--- config.mk ---
export PLATFORM = sky130hd
export DESIGN_NAME = transfer_controller
export DESIGN_NICKNAME = d
export VERILOG_FILES = /design/src/include/shift_pkg.sv /design/src/rtl/transfer_controller.sv
export SDC_FILE = /design/constraint.sdc
export NUM_CORES = 1
export LEC_CHECK = 0
export BUFFER_PORTS_ARGS = -buffer_cell sky130_fd_sc_hd__buf_2
export CAP_MARGIN = 20
export CORE_AREA = 2 2 94 105
export CTS_CLUSTER_SIZE = 10
export DETAILED_ROUTE_END_ITERATION = 8
export DIE_AREA = 0 0 96 107
export GPL_TIMING_DRIVEN = 1
export HOLD_SLACK_MARGIN = 0.15
export PLACE_DENSITY_LB_ADDON = 0.25
export SYNTH_ARGS = -nofsm -noshare
export SYNTH_HDL_FRONTEND = slang
export SYNTH_SLANG_ARGS = --single-unit
--- constraint.sdc ---
create_clock -name clock_i -period 2.4 [get_ports clock_i]
set_input_delay 0 -clock clock_i [delete_from_list [all_inputs] [get_ports clock_i]]
set_output_delay 0 -clock clock_i [all_outputs]
set_load 0.02 [all_outputs]
--- src/include/shift_pkg.sv ---
package shift_pkg;
	// tick and interval counts: intervals in ms, then converted to 100 ms ticks
	localparam int CLK_HZ = 40000000;
	localparam int TICK_MS = 100;
	localparam int TICK_CYCLES = CLK_HZ / 1000 * TICK_MS;
	localparam int LAMP_CHECK_MS = 600;
	localparam int DIAG_MS = 1500;
	localparam int BLINK_MS = 300;
	localparam int COND_HOLD_MS = 2000;
	localparam int FIRST_DELAY_MS = 3000;
	localparam int TIMEOUT_EXTRA_MS = 5000;
	localparam int NORMAL_HL_MS = 1500;
	localparam int NORMAL_RANGE_MS = 3000;
	localparam int COMP_MS = 5000;
	localparam int HUB_DELAY_MS = 4000;
	localparam int CLUTCH_OFF_MS = 5000;
	localparam logic [7:0] LAMP_CHECK_T = 8'(LAMP_CHECK_MS / TICK_MS);
	localparam logic [7:0] DIAG_T = 8'(DIAG_MS / TICK_MS);
	localparam logic [7:0] BLINK_T = 8'(BLINK_MS / TICK_MS);
	localparam logic [7:0] COND_HOLD_T = 8'(COND_HOLD_MS / TICK_MS);
	localparam logic [7:0] FIRST_DELAY_T = 8'(FIRST_DELAY_MS / TICK_MS);
	localparam logic [7:0] TIMEOUT_HL_T = 8'((NORMAL_HL_MS + TIMEOUT_EXTRA_MS) / TICK_MS);
	localparam logic [7:0] TIMEOUT_RANGE_T = 8'((NORMAL_RANGE_MS + TIMEOUT_EXTRA_MS) / TICK_MS);
	localparam logic [7:0] COMP_T = 8'(COMP_MS / TICK_MS);
	localparam logic [7:0] HUB_DELAY_T = 8'(HUB_DELAY_MS / TICK_MS);
	localparam logic [7:0] CLUTCH_OFF_T = 8'(CLUTCH_OFF_MS / TICK_MS);
	localparam logic [7:0] LOW_SPEED_KPH = 8'h02;
	// encoder codes, bit 3 is the msb
	localparam logic [3:0] POS_2H = 4'ha;
	localparam logic [3:0] POS_4H = 4'h3;
	localparam logic [3:0] POS_4L = 4'hc;
	localparam logic [3:0] POS_STOP = 4'h0;
	localparam logic [3:0] POS_OFF = 4'hf;
	localparam logic [3:0] POS_ZONE1 = 4'h2;
	localparam logic [3:0] POS_ZONE2 = 4'h6;
	localparam logic [3:0] POS_ZONE4 = 4'h1;
	localparam logic [3:0] POS_ZONE5 = 4'h9;
	localparam logic [3:0] POS_ZONE6 = 4'h8;
	typedef enum logic [1:0] {RANGE_2H, RANGE_4H, RANGE_4L, RANGE_NONE} range_t;
	typedef enum logic [2:0] {ST_INIT, ST_IDLE, ST_HOLD, ST_DELAY, ST_RUN, ST_COMP}
		state_t;
endpackage

--- src/rtl/transfer_controller.sv ---
`timescale 1ns/10ps
// Contract
// - forward polarity toward four-wheel, reverse swaps
// - decode encoder codes into ranges and zones
// - both range lamps lit 0.6 s
// - clutch and hub energised 1.5 s
// - mismatch at start moves toward selector
// - range lamp toggles every 0.3 s
// - conditions held 2 s before motor
// - first motor run waits three seconds
// - conditions ignored once motor started
// - 2H/4H shift needs only battery, motor ok
// - 4H/4L shift needs speed below 2 kph
// - high-to-low needs clutch or neutral
// - step one range at a time until reached
// - started shift finishes without ignition
// - overrun of 5 s is timeout, motor stopped
// - fault before start counts as fault
// - motor stops at target code
// - encoder fault drives low-to-high 5 s
// - clutch coil on leaving two-wheel high
// - hub solenoid 4 s after reaching 4H
// - clutch coil off 5 s after hub on
// - high lamp on in 4H, off in 2H
// - selector: in1 low 2H, open 4H, in2 low 4L
module transfer_controller
	import shift_pkg::*;
#(
	parameter int TICK_CYCLES_P = TICK_CYCLES
) (
	input wire logic clock_i,
	input wire logic reset_i,
	input wire logic ignition_i,
	input wire logic select_2h_n_i,
	input wire logic select_4l_n_i,
	input wire logic [3:0] encoder_i,
	input wire logic [7:0] speed_kph_i,
	input wire logic clutch_pressed_i,
	input wire logic neutral_i,
	input wire logic battery_ok_i,
	input wire logic motor_ok_i,
	output logic motor_drive_fwd_o,
	output logic motor_drive_rev_o,
	output logic clutch_coil_drive_o,
	output logic hub_solenoid_o,
	output logic high_range_lamp_o,
	output logic low_range_lamp_o,
	output logic fault_lamp_o,
	output logic lamp_check_o,
	output logic timeout_fault_o,
	output logic encoder_fault_o
);
	if (TICK_CYCLES_P < 1 || TICK_CYCLES_P > 16777215) begin : g_bad_tick
		$error("TICK_CYCLES_P out of range");
	end
	// two-stage synchronisers for every pin input except battery_ok_i and motor_ok_i
	logic [8:0] pin_s1, pin_s2;
	logic [7:0] speed_s1, speed_s2;
	always_ff @(posedge clock_i) begin
		pin_s1 <= {ignition_i, select_2h_n_i, select_4l_n_i, encoder_i, clutch_pressed_i,
			neutral_i};
		pin_s2 <= pin_s1;
		speed_s1 <= speed_kph_i;
		speed_s2 <= speed_s1;
	end
	logic ign, sel_2h_n, sel_4l_n, clutch_in, neutral_in;
	logic [3:0] enc;
	assign {ign, sel_2h_n, sel_4l_n, enc, clutch_in, neutral_in} = pin_s2;

	// selector decode; both grounded is treated as no valid request
	range_t sel;
	always_comb begin
		if (!sel_2h_n && sel_4l_n) sel = RANGE_2H;
		else if (sel_2h_n && sel_4l_n) sel = RANGE_4H;
		else if (sel_2h_n && !sel_4l_n) sel = RANGE_4L;
		else sel = RANGE_NONE;
	end

	// encoder decode: zones are legal travel, anything else is a fault
	range_t pos;
	logic enc_bad, lo_zone;
	always_comb begin
		pos = RANGE_NONE;
		enc_bad = 1'b0;
		lo_zone = (enc == POS_ZONE1) || (enc == POS_ZONE2); // plate between 2H and 4H
		case (enc)
			POS_2H: pos = RANGE_2H;
			POS_4H: pos = RANGE_4H;
			POS_4L: pos = RANGE_4L;
			POS_ZONE1, POS_ZONE2, POS_ZONE4, POS_ZONE5, POS_ZONE6: pos = RANGE_NONE;
			POS_STOP, POS_OFF: enc_bad = 1'b1;
			default: enc_bad = 1'b1;
		endcase
	end
	// fixed-rate tick from the system clock
	logic [23:0] div, next_div;
	logic tick;
	always_comb begin
		tick = (div == 24'(TICK_CYCLES_P - 1));
		next_div = tick ? 24'h000000 : div + 24'h000001;
	end
	always_ff @(posedge clock_i) begin
		if (reset_i) div <= 24'h000000;
		else div <= next_div;
	end
	// main shift sequencer
	state_t state, next_state;
	range_t target, next_target, settled, next_settled, step;
	logic [7:0] cnt, next_cnt, blink_cnt, next_blink_cnt;
	logic first_run, next_first_run, blink, next_blink;
	logic to_fault, next_to_fault, enc_fault, next_enc_fault, ign_d, next_ign_d;
	logic fwd, rev, cond_ok;
	// next range one step toward selector
	always_comb begin
		if (settled == RANGE_2H) step = RANGE_4H;
		else if (settled == RANGE_4L) step = RANGE_4H;
		else step = sel;
		if (sel == settled) step = settled;
	end
	// shift preconditions
	always_comb begin
		cond_ok = battery_ok_i && motor_ok_i && !enc_bad;
		if ((settled == RANGE_4H && step == RANGE_4L) || (settled == RANGE_4L)) begin
			cond_ok = cond_ok && (speed_s2 < LOW_SPEED_KPH);
		end
		if (settled == RANGE_4H && step == RANGE_4L) begin
			cond_ok = cond_ok && (clutch_in || neutral_in);
		end
	end
	always_comb begin
		next_state = state;
		next_target = target;
		next_settled = settled;
		next_cnt = (tick && cnt != 8'hff) ? cnt + 8'h01 : cnt;
		next_first_run = first_run;
		next_to_fault = to_fault;
		next_enc_fault = enc_fault;
		next_ign_d = ign;
		fwd = 1'b0;
		rev = 1'b0;
		case (state)
			ST_INIT: begin
				if (!ign_d && ign) next_cnt = 8'h00;
				if (cnt >= DIAG_T) begin
					next_settled = pos;
					next_state = ST_IDLE;
				end
			end
			ST_IDLE: begin
				next_cnt = 8'h00;
				if (ign && sel != RANGE_NONE && step != settled) begin
					next_target = step;
					next_state = ST_HOLD;
				end
			end
			ST_HOLD: begin
				if (!cond_ok || step != target || !ign) begin
					next_state = ST_IDLE;
				end else if (cnt >= COND_HOLD_T) begin
					next_cnt = 8'h00;
					next_state = first_run ? ST_DELAY : ST_RUN;
				end
			end
			ST_DELAY: begin
				// conditions no longer looked at, ignition loss ignored
				if (enc_bad) begin
					next_enc_fault = 1'b1;
					next_cnt = 8'h00;
					next_state = ST_COMP;
				end else if (cnt >= FIRST_DELAY_T) begin
					next_first_run = 1'b0;
					next_cnt = 8'h00;
					next_state = ST_RUN;
				end
			end
			ST_RUN: begin
				// forward moves toward low range, reverse toward two-wheel
				// from an unknown start the zone tells which side of 4H the plate is on
				if (target == RANGE_4L || (target == RANGE_4H &&
						(settled == RANGE_2H || lo_zone))) begin
					fwd = 1'b1;
				end else begin
					rev = 1'b1;
				end
				if (pos == target) begin
					next_settled = target;
					next_state = ST_IDLE;
				end else if (enc_bad) begin
					next_enc_fault = 1'b1;
					next_cnt = 8'h00;
					next_state = ST_COMP;
				end else if (cnt >= ((settled == RANGE_4L || target == RANGE_4L) ?
						TIMEOUT_RANGE_T : TIMEOUT_HL_T)) begin
					next_to_fault = 1'b1;
					next_cnt = 8'h00;
					next_state = ST_COMP;
				end
			end
			ST_COMP: begin
				if (cnt < COMP_T) begin
					rev = enc_fault;
				end else begin
					next_settled = pos;
					next_state = ST_IDLE;
				end
			end
			default: next_state = ST_INIT;
		endcase
	end
	// lamp blink counter, runs only with the motor
	always_comb begin
		next_blink_cnt = blink_cnt;
		next_blink = blink;
		if (state != ST_RUN) begin
			next_blink_cnt = 8'h00;
			next_blink = 1'b0;
		end else if (tick) begin
			if (blink_cnt >= BLINK_T - 8'h01) begin
				next_blink_cnt = 8'h00;
				next_blink = !blink;
			end else begin
				next_blink_cnt = blink_cnt + 8'h01;
			end
		end
	end
	always_ff @(posedge clock_i) begin
		if (reset_i) begin
			state <= ST_INIT;
			target <= RANGE_2H;
			settled <= RANGE_2H;
			cnt <= 8'h00;
			first_run <= 1'b1;
			to_fault <= 1'b0;
			enc_fault <= 1'b0;
			ign_d <= 1'b0;
			blink_cnt <= 8'h00;
			blink <= 1'b0;
		end else begin
			state <= next_state;
			target <= next_target;
			settled <= next_settled;
			cnt <= next_cnt;
			first_run <= next_first_run;
			to_fault <= next_to_fault;
			enc_fault <= next_enc_fault;
			ign_d <= next_ign_d;
			blink_cnt <= next_blink_cnt;
			blink <= next_blink;
		end
	end
	// synchronisation: clutch on leaving 2H, hub after 4H, clutch off later
	typedef enum logic [1:0] {SY_OFF, SY_CLUTCH, SY_HUB_WAIT, SY_HUB} sync_t;
	sync_t sync, next_sync;
	logic [7:0] sync_cnt, next_sync_cnt;
	logic hub_on, next_hub_on;
	always_comb begin
		next_sync = sync;
		next_hub_on = hub_on;
		next_sync_cnt = (tick && sync_cnt != 8'hff) ? sync_cnt + 8'h01 : sync_cnt;
		case (sync)
			SY_OFF: begin
				next_sync_cnt = 8'h00;
				if (state == ST_HOLD && settled == RANGE_2H && sel != RANGE_2H) begin
					next_sync = SY_CLUTCH;
				end
			end
			SY_CLUTCH: begin
				next_sync_cnt = 8'h00;
				if (settled == RANGE_4H || settled == RANGE_4L) next_sync = SY_HUB_WAIT;
				else if (state == ST_IDLE && sel == RANGE_2H) next_sync = SY_OFF;
			end
			SY_HUB_WAIT: begin
				if (sync_cnt >= HUB_DELAY_T) begin
					next_hub_on = 1'b1;
					next_sync_cnt = 8'h00;
					next_sync = SY_HUB;
				end
			end
			SY_HUB: begin
				if (sync_cnt >= CLUTCH_OFF_T) next_sync = SY_OFF;
			end
			default: next_sync = SY_OFF;
		endcase
		if (settled == RANGE_2H && state == ST_IDLE) next_hub_on = 1'b0;
	end
	always_ff @(posedge clock_i) begin
		if (reset_i) begin
			sync <= SY_OFF;
			sync_cnt <= 8'h00;
			hub_on <= 1'b0;
		end else begin
			sync <= next_sync;
			sync_cnt <= next_sync_cnt;
			hub_on <= next_hub_on;
		end
	end
	// registered outputs
	logic init_lamps, init_diag, run_low;
	always_comb begin
		init_lamps = (state == ST_INIT) && (cnt < LAMP_CHECK_T);
		init_diag = (state == ST_INIT) && (cnt < DIAG_T);
		run_low = (target == RANGE_4L) || (settled == RANGE_4L);
	end
	always_ff @(posedge clock_i) begin
		if (reset_i) begin
			motor_drive_fwd_o <= 1'b0;
			motor_drive_rev_o <= 1'b0;
			clutch_coil_drive_o <= 1'b0;
			hub_solenoid_o <= 1'b0;
			high_range_lamp_o <= 1'b0;
			low_range_lamp_o <= 1'b0;
			fault_lamp_o <= 1'b0;
			lamp_check_o <= 1'b0;
			timeout_fault_o <= 1'b0;
			encoder_fault_o <= 1'b0;
		end else begin
			motor_drive_fwd_o <= fwd;
			motor_drive_rev_o <= rev;
			clutch_coil_drive_o <= init_diag || sync == SY_CLUTCH || sync == SY_HUB_WAIT ||
				sync == SY_HUB;
			hub_solenoid_o <= init_diag || hub_on;
			lamp_check_o <= init_lamps;
			// while running, the lamp of the moving range blinks
			if (init_lamps) begin
				high_range_lamp_o <= 1'b1;
				low_range_lamp_o <= 1'b1;
			end else if (state == ST_RUN) begin
				high_range_lamp_o <= run_low ? 1'b0 : blink;
				low_range_lamp_o <= run_low ? blink : 1'b0;
			end else begin
				high_range_lamp_o <= settled == RANGE_4H;
				low_range_lamp_o <= settled == RANGE_4L;
			end
			fault_lamp_o <= to_fault || enc_fault;
			timeout_fault_o <= to_fault;
			encoder_fault_o <= enc_fault;
		end
	end
endmodule

Word-level counts from Yosys, hierarchy flattened
Cells that the tools add are included.
{ "totals": {"out_inout_bits": 10, "mem_bits_rw": 0, "in_bits": 21, "latchBits": 0, "n_memories": 0, "romBits": 0, "ff_bits": 107} }
{ "op_classes": {"muxes": 59, "shifts": 0, "n_eq_ne": 42, "n_bitwise": 2, "n_addsub": 4, "n_reduce_logical": 62, "order_cmp": 11, "multipliers": 0, "n_div": 0} }
{ "ops": {"columns": ["cell", "count"], "rows": [
  ["8-bit two-way mux", 12],
  ["8-bit one-hot mux with 5 select lines", 1],
  ["3-bit two-way mux", 11],
  ["2-bit two-way mux", 13],
  ["24-bit by 1-bit adder with 24-bit output (second input constant)", 1],
  ["8-bit by 1-bit adder with 8-bit output (second input constant)", 3],
  ["24-bit by 22-bit == test with 1-bit output (second input constant)", 1],
  ["1-bit logical AND", 20],
  ["2-bit != test (second input constant)", 9],
  ["3-bit one-hot mux with 6 select lines", 1],
  ["4-bit == test (second input constant)", 4],
  ["8-bit by 5-bit >= comparator with 1-bit output (second input constant)", 2],
  ["8-bit by 6-bit >= comparator with 1-bit output (second input constant)", 2],
  ["8-bit != test (second input constant)", 2],
  ["8-bit one-hot mux with 2 select lines", 1],
  ["1-bit logical OR", 14],
  ["1-bit two-way mux", 14],
  ["3-bit != test (second input constant)", 4],
  ["2-bit one-hot mux with 3 select lines", 2],
  ["4-bit AND reduction", 3],
  ["2-bit == test (second input constant)", 5],
  ["2-bit OR reduction", 5],
  ["4-bit by 2-bit == test with 1-bit output (second input constant)", 2],
  ["8-bit by 2-bit >= comparator with 1-bit output (second input constant)", 1],
  ["other kinds (28)", 47]
]} }

Longest topological paths before layout
Gate-level depths: netlist of the first run.
{ "depth": {"depth_word": 19, "mapped_depth": 12} }

Worst setup path before layout of the first run
Ideal clock, no wire load.
{ "synth_timing": {"path_type": "reg2reg", "start": "register settled[0]", "end": "register state[1]", "arrival_time_ns": 2.433, "period_less_slack_ns": 2.561, "path_stages_with_launch": 13, "path_slack_ns": -0.161, "cell_sequence": "dfxtp_1 -> buf_2 -> inv_1 -> ha_1 -> nor2b_1 -> ha_1 -> nor4b_1 -> a21oi_1 -> nor3_1 -> a2111o_1 -> a41oi_2 -> mux2i_1 -> o22ai_1"} }
{ "synth_between": {"elab_chain_cells": 15, "word_cells_on_any_way": 28, "cone_classes": "order compare (1); eq/ne (9); mux (8); reduce/logical (10)"} }
{ "synth_rtl": {"columns": ["element", "line", "source"], "rows": [
  ["start: declaration", "transfer_controller.sv:108", "range_t target, next_target, settled, next_settled, step;"],
  ["start signal: assignment", "transfer_controller.sv:241", "settled <= next_settled;"],
  ["2-bit == test", "transfer_controller.sv:116, transfer_controller.sv:123, transfer_controller.sv:192", null],
  ["2-bit two-way mux", "transfer_controller.sv:116", "else if (settled == RANGE_4L) step = RANGE_4H;"],
  ["2-bit two-way mux", "transfer_controller.sv:115", "if (settled == RANGE_2H) step = RANGE_4H;"],
  ["2-bit two-way mux", "transfer_controller.sv:118", "if (sel == settled) step = settled;"],
  ["2-bit == test", "transfer_controller.sv:123, transfer_controller.sv:126", null],
  ["1-bit logical AND", "transfer_controller.sv:123, transfer_controller.sv:126", null],
  ["1-bit logical OR", "transfer_controller.sv:123", "if ((settled == RANGE_4H && step == RANGE_4L) || (settled == RANGE_4L)) begin"],
  ["1-bit two-way mux", "transfer_controller.sv:123", null],
  ["1-bit logical AND", "transfer_controller.sv:127", "cond_ok = cond_ok && (clutch_in || neutral_in);"],
  ["1-bit two-way mux", "transfer_controller.sv:126", "if (settled == RANGE_4H && step == RANGE_4L) begin"],
  ["1-bit logical NOT", "transfer_controller.sv:157", "if (!cond_ok || step != target || !ign) begin"],
  ["1-bit logical OR (2 in a row)", "transfer_controller.sv:157", null],
  ["3-bit != test (no line) or 3-bit two-way mux (tied branches)", null, null],
  ["6-bit AND reduction (no line) or 3-bit one-hot mux with 6 select lines (tied branches)", null, null],
  ["end signal: assignment", "transfer_controller.sv:239", "state <= next_state;"],
  ["end: declaration", "transfer_controller.sv:107", "state_t state, next_state;"]
]} }
Several ways; a longest one is shown, not always the timed one.
A chain may end at the register's enable or synchronous reset.

Worst setup path in the final report of the first run
{ "layout_timing": {"start": "register target[0]", "end": "register state[1]"} }
{ "layout_between": {"elab_chain_cells": 6, "word_cells_on_any_way": 14, "cone_classes": "order compare (1); eq/ne (5); mux (4); reduce/logical (4)"} }
{ "layout_rtl": {"columns": ["element", "line", "source"], "rows": [
  ["start: declaration", "transfer_controller.sv:108", null],
  ["start signal: assignment", "transfer_controller.sv:240", "target <= next_target;"],
  ["2-bit == test", "transfer_controller.sv:192", "end else if (cnt >= ((settled == RANGE_4L || target == RANGE_4L) ?"],
  ["1-bit logical OR", "transfer_controller.sv:192", null],
  ["5-bit two-way mux", "transfer_controller.sv:192", null],
  ["8-bit by 7-bit >= comparator with 1-bit output", "transfer_controller.sv:192", null],
  ["4-bit != test (no line)", null, null],
  ["6-bit AND reduction (no line)", null, null]
]} }
Several ways; a longest one is shown, not always the timed one.

==> results.yml, run 1 <==
place:
  routabilityCongestion: 0.933
  place_ws_ns: -0.147
  port_buffers: 29
  dp_hpwl_um: 6310
  dpl_cell_area_um2: 5000
clock_tree:
  cts-root-buf: "clkbuf_8"
  cts_buffer_depth: 2
  clkTransAtPathRegs_ns: 0.11
  h-tree-depth: 3
  numCtsBuffers: 9
  cts.sinks: 105
  cts_tree: "built"
  insertion_delay_ns: 0.37
sta:
  rsz0062_at_grt: "true"
  skew_ns: 0.0177
  finalWorstSetupSlack_ns: 0.0185
  tightest_slew_ns: 0.687
  fmax_mhz: 420
  hold_viol: 0
  slew_viol_final: 0
  whs_ns: 0.248
  fin_crit_sh_pct: 99.2
  final-setup-viol-count: 0
  max-slew-margin-rel_pct: 54.2
  min_period_ns: 2.38
global_route:
  grt_usage_pct: 19.4
  grtUsageMet2_pct: 31.3
  grt_pass1_wl_um: 15900
  use_met1_pct: 25.8
  grt_pass1_vias: 3522
  antenna_found_initial: 0
  grt_overflow_total: 0
  grt_most_used_layer: "met2"
  use_met3_pct: 3.87
  grt_max_degree: 40
final_layout:
  nNetsFinal: 607
  design_area_um2: 5570
  final_layout_size_suffix_gt1_share_pct: 21.2
  syn_to_final_growth_pct: 22.6
  antenna_cells: 0
worst_setup_path:
  crit_slowest_cell: "a2111o_1"
  cp.required_ns: 2.63
  critPathLaunchType: "flip-flop"
  cp.arrival_ns: 2.62
  path_cells: "nand2b_4 > nor2b_4 > ha_1 > nor4b_2 > a21oi_2 > nor3_2 > a2111o_1 > a41oi_2 > mux2i_1 > o22ai_1"
  r2r-start: "target[0]$_SDFFE_PP0P_"
  worstReg2RegEnd: "state[1]$_SDFFE_PP0P_"
  path_class: "flip-flop to flip-flop"
  end_kind: "flip-flop"
  critPathMaxFanout: 6
  reg2regPathDepth: 10
  max_stage_delay_ns: 0.47
  cp-startpoint: "target[0]$_SDFFE_PP0P_"
  r2r_slack_ns: 0.02
  endpoint: "state[1]$_SDFFE_PP0P_"
floorplan:
  die_y_um: 107
  fp.coreArea_um2: 9210
  dieArea_um2: 10300
  die_width_um: 96
  ios: 31
  initial_core_util_pct: 49.3
  rows: 37
synthesis:
  ys_ff_latch: 105
  netlist_top_cells_area: "dfxtp_1 46%, nor2_1 5.5%, xor2_1 5.4%"
  synth.distinct_cells: 62
  synthFlopType: "dfxtp_1"
  ys_top_cells_by_count: "105 x dfxtp_1, 67 x nor2_1, 31 x nand2_1"
  yosys_warnings: 0
  syn_inst: 504
  synth.top_cell.area_share_pct: 46.3
  ys_seq_area_share_pct: 46.3
  syn_nets: 541
  synth_largest_area_cell: "dfxtp_1"
  yosysMostFrequentCell: "dfxtp_1"
  async_reset_ff_share_pct: 0
  avgSynthCellArea_um2: 9.01
  synth_area_um2: 4540
  synth_edf_count: 0
flow_run:
  cap_violations: 0
power:
  p_per_area_nw_per_um2: 667
  p_leak_nw: 2.17
  ir_worst_vdd_mv: 0.489
outcome:
  status: "finished, final reports clean"
detailed_routing:
  drt_iter0_markers: 180
  avgViaCountPerCell: 5.28
  drcViolationCount: 0
  drtPass1Iterations: 4
  wl_per_cell_um: 13.6
  postRouteAntennaNets: 0
  drt_wl_total_um: 9430
  num_vias: 3652
hold_path:
  hold_path.class: "input port to flip-flop"
  min_from: "encoder_i[1]"
==> state kept, by name (all words and copies together), names as in the netlist, 2 cells and up, named ones only <==
register,flops
target,2
state,3
speed_s2,7
pin_s1,9
pin_s2,9
div,24
speed_s1,7
cnt,8
blink_cnt,8
settled,2
sync_cnt,8
==> cell type report <==
class / count / area (um^2)
well taps: 117 / 146
repair buffers: 80 / 578
multi-input cells: 354 / 2460
clock inverters: 6 / 61.3
flip-flops and latches: 105 / 2120
clock buffers: 10 / 128
fillers: 790 / 3640
inverters: 20 / 77.6
==> worst min-delay path by stage <==
stage | to | slack (ns) | cells past startpoint
finish | pin_s1[3]$_DFF_P_ | 0.25 | 2
global route | speed_s1[5]$_DFF_P_ | 0.25 | 2
CTS | pin_s1[6]$_DFF_P_ | 0.23 | 2
detailed placement | speed_s1[7]$_DFF_P_ | 0.10 | 1
global placement | pin_s1[5]$_DFF_P_ | 0.10 | 1
floorplan | pin_s1[0]$_DFF_P_ | 0.03 | 0
==> through the flow <==
step	setup TNS [ns]	power, W	cells	utilization, %
floorplan	0	0.00233	504	-
global placement	-0.117	0.00255	656	54.3
detailed placement	-0.468	0.00256	656	54.3
CTS	0	0.00370	690	59.8
global route	-0.798	0.00388	692	60.4
finish	0	0.00371	692	60.4
==> layer usage <==
metal,part of all wire (%),wire length (um),vias up
li1,-,-,1893
met1,47,4410,1682
met2,48,4550,67
met3,4.0,380,10
met4,1.0,95,0
met5,0,0,-
==> power breakdown <==
part / leakage, nW / internal, W / switching, W
logic: 1.21 / 0.000417 / 0.000412
registers: 0.864 / 0.00181 / 0.0000360
clock network: 0.0917 / 0.000401 / 0.000639
total: 2.17 / 0.00262 / 0.00109
==> critical path: cells and delay by family, from the launching register on <==
family | cells | cell delay, ns
adders and majority gates | 1 | 0.29
DFF | 1 | 0.38
muxes | 1 | 0.22
and+or+nand+nor | 4 | 0.40
AOI/OAI and AO/OA | 4 | 0.94
==> layout by cell type (no fill, tap or decap), types with 4 or more instances in the layout <==
cell type / instances
dfxtp_1: 96
nor2_1: 65
buf_4: 32
nand2_1: 31
buf_2: 29
nand3_1: 28
xor2_1: 27
a21oi_1: 20
inv_1: 18
nor3_1: 18
dlygate4sd3_1: 17
and3_1: 12
ha_1: 10
o21ai_0: 9
clkbuf_8: 9
xnor2_1: 8
nand4_1: 7
nor4_1: 6
mux2i_1: 6
nor2b_1: 6
dfxtp_2: 6
nand3b_1: 5
nand2b_1: 5
ha_4: 5
and2_1: 4
o211ai_1: 4
a31oi_1: 4
==> kinds of logic (layout without fill, tap and decap cells) <==
family | count (synthesis) | after routing | synth area share, %
mux | 7 | 7 | 1.57
fa+ha+maj | 16 | 16 | 4.41
buf+inv | 45 | 116 | 3.88
compound gates | 77 | 77 | 12.4
flops | 105 | 105 | 46.3
xor+xnor | 36 | 36 | 6.94
simple gates | 218 | 218 | 24.6
==> repair_timing <==
action	in CTS	in global routing
hold buffers	17	0
pin swaps	8	4
gates resized for setup	35	11
setup endpoints to repair	13	13
buffers inserted	1	2
endpoints found under the hold margin	20	0
Note: power is estimated with default switching activity, not from simulation.
==> run 2: changes to the inputs <==
--- a/config.mk
+++ b/config.mk
@@ -7,10 +7,10 @@
 export LEC_CHECK = 0
 export BUFFER_PORTS_ARGS = -buffer_cell sky130_fd_sc_hd__buf_2
 export CAP_MARGIN = 20
-export CORE_AREA = 2 2 94 105
+export CORE_AREA = 2 2 110 91
 export CTS_CLUSTER_SIZE = 10
 export DETAILED_ROUTE_END_ITERATION = 8
-export DIE_AREA = 0 0 96 107
+export DIE_AREA = 0 0 112 93
 export GPL_TIMING_DRIVEN = 1
 export HOLD_SLACK_MARGIN = 0.15
 export PLACE_DENSITY_LB_ADDON = 0.25
==> results.yml, run 2 (synthesized netlist as in run 1, its figures left out) <==
final_layout:
  layout_common_cells: "97 x dfxtp_1, 64 x nor2_1, 38 x buf_4"
  final_layout_size_suffix_gt1_share_pct: 22.6
  fill_cells: 814
  layout.cells.non_filler: 699
  final_common_cell: "dfxtp_1"
  nNetsFinal: 612
  top_regs: "div: 24 flops, pin_s1: 9 flops, pin_s2: 9 flops"
  largest_reg_flops: 24
  antenna_cells: 0
  syn_to_final_growth_pct: 26.9
  regMostFlops: "div"
worst_setup_path:
  cp.required_ns: 2.62
  path_class: "flip-flop to flip-flop"
  cp.arrival_ns: 2.57
  critPathMaxFanout: 8
  critPathLaunchType: "flip-flop"
  end_kind: "flip-flop"
  reg2regPathDepth: 7
clock_tree:
  insertion_delay_ns: 0.36
  h-tree-depth: 3
  cts-root-buf: "clkbuf_16"
  clkTransAtPathRegs_ns: 0.08
  numCtsBuffers: 9
  cts_tree: "built"
  cts.sinks: 105
  cts_buffer_depth: 2
place:
  port_buffers: 29
  dp_cells: 665
  routabilityCongestion: 0.893
  dp_hpwl_um: 6730
global_route:
  antenna_found_initial: 0
  grt_pass1_wl_um: 16500
  grt_pass1_vias: 3529
  grt_max_degree: 40
  grt_usage_pct: 19.6
  grt_overflow_total: 0
sta:
  whs_ns: 0.219
  skew_ns: 0.0128
  tns_ns: 0
  min_period_ns: 2.36
  final-setup-viol-count: 0
  max-slew-margin-rel_pct: 52.8
  slew_viol_final: 0
  fin_crit_sh_pct: 98.2
  rsz0062_at_grt: "true"
  hold_viol: 0
  tightest_slew_ns: 0.708
  fmax_mhz: 424
detailed_routing:
  drt_iter0_markers: 242
  wl_per_cell_um: 13.8
  drtPass1Iterations: 4
  postRouteAntennaNets: 0
  drcViolationCount: 0
  num_vias: 3736
  avgViaCountPerCell: 5.34
  drt_wl_total_um: 9630
outcome:
  status: "finished, final reports clean"
floorplan:
  ios: 31
  die_y_um: 93
  initial_core_util_pct: 48.5
  fp.coreArea_um2: 9370
  die_width_um: 112
  rows: 32
  dieArea_um2: 10400
flow_run:
  cap_violations: 0
power:
  p_per_area_nw_per_um2: 737
  p_leak_nw: 2.26
  ir_worst_vdd_mv: 0.607
hold_path:
  hold_path.class: "input port to flip-flop"
  whs_path_depth: 6
-- run 2: cell types whose count changed in the layout (fill, tap and decap cells not counted), sizes merged --
cell | before | now
clkinvlp | 1 | 0
inv | 22 | 27
clkbuf | 10 | 9
clkinv | 3 | 0
buf | 63 | 68
-- run 2: cell type report --
| type | instances | area, um^2 | area share (%) |
|---|---|---|---|
| clock buffers | 9 | 225 | 3.91 |
| clock inverters | 7 | 91.3 | 1.58 |
| inverters | 20 | 82.6 | 1.43 |
| multi-input cells | 354 | 2480 | 43.1 |
| flip-flops and latches | 105 | 2120 | 36.8 |
| well taps | 119 | 149 | 2.58 |
| repair buffers | 85 | 612 | 10.6 |
-- run 2: routing by layer --
metal / vias up / track usage, % / share of wire, %
li1: 1912 / - / -
met1: 1737 / 26.1 / 50
met2: 74 / 31.3 / 45
met3: 13 / 4.80 / 4.0
met4: 0 / 7.42 / 1.7
met5: - / 0 / 0
-- run 2: path summary, 6_finish.rpt --
check,start,endpoint,slack [ns]
setup / recovery,pin_s2[3]$_DFF_P_,cnt[0]$_SDFF_PP0_,0.04
hold / removal,motor_ok_i,state[1]$_SDFFE_PP0P_,0.22
setup reg to reg,pin_s2[3]$_DFF_P_,cnt[0]$_SDFF_PP0_,0.04
hold reg to reg,pin_s1[5]$_DFF_P_,pin_s2[5]$_DFF_P_,0.33
-- run 2: power breakdown --
| group | total [W] | switching [W] | internal [W] |
|---|---|---|---|
| sequential | 0.00184 | 0.0000396 | 0.00180 |
| clock | 0.00154 | 0.000764 | 0.000772 |
| combinational | 0.000870 | 0.000432 | 0.000438 |
-- run 2: per-stage QoR --
step | util, % | power [W] | cell area (um^2) | setup WS, ns
after CTS | 59.7 | 0.00418 | 5590 | 0.00418
final | 61.6 | 0.00425 | 5770 | 0.0429
after detailed placement | 54.0 | 0.00258 | 5060 | -0.0983
after floorplan | - | 0.00233 | 4590 | 0.00473
after global routing | 61.6 | 0.00445 | 5770 | -0.0695
after global placement | 54.0 | 0.00257 | 5060 | -0.0337
-- run 2: repair_timing --
item	4_1_cts	5_1_grt
pin swaps	5	14
hold buffers	17	0
hold endpoints to repair	17	0
setup endpoints to repair	10	13
gates resized for setup	12	43
setup buffers	0	1
cloned	0	0
-- run 2: critical path: stages (launching register included) --
cell and delay, ns:
dfxtp_1 0.50, or4b_1 0.17, a21oi_1 0.07, or4_1 0.56, o22a_1 0.26, a2111oi_4 0.38
buf_4 0.22, nor3_1 0.05
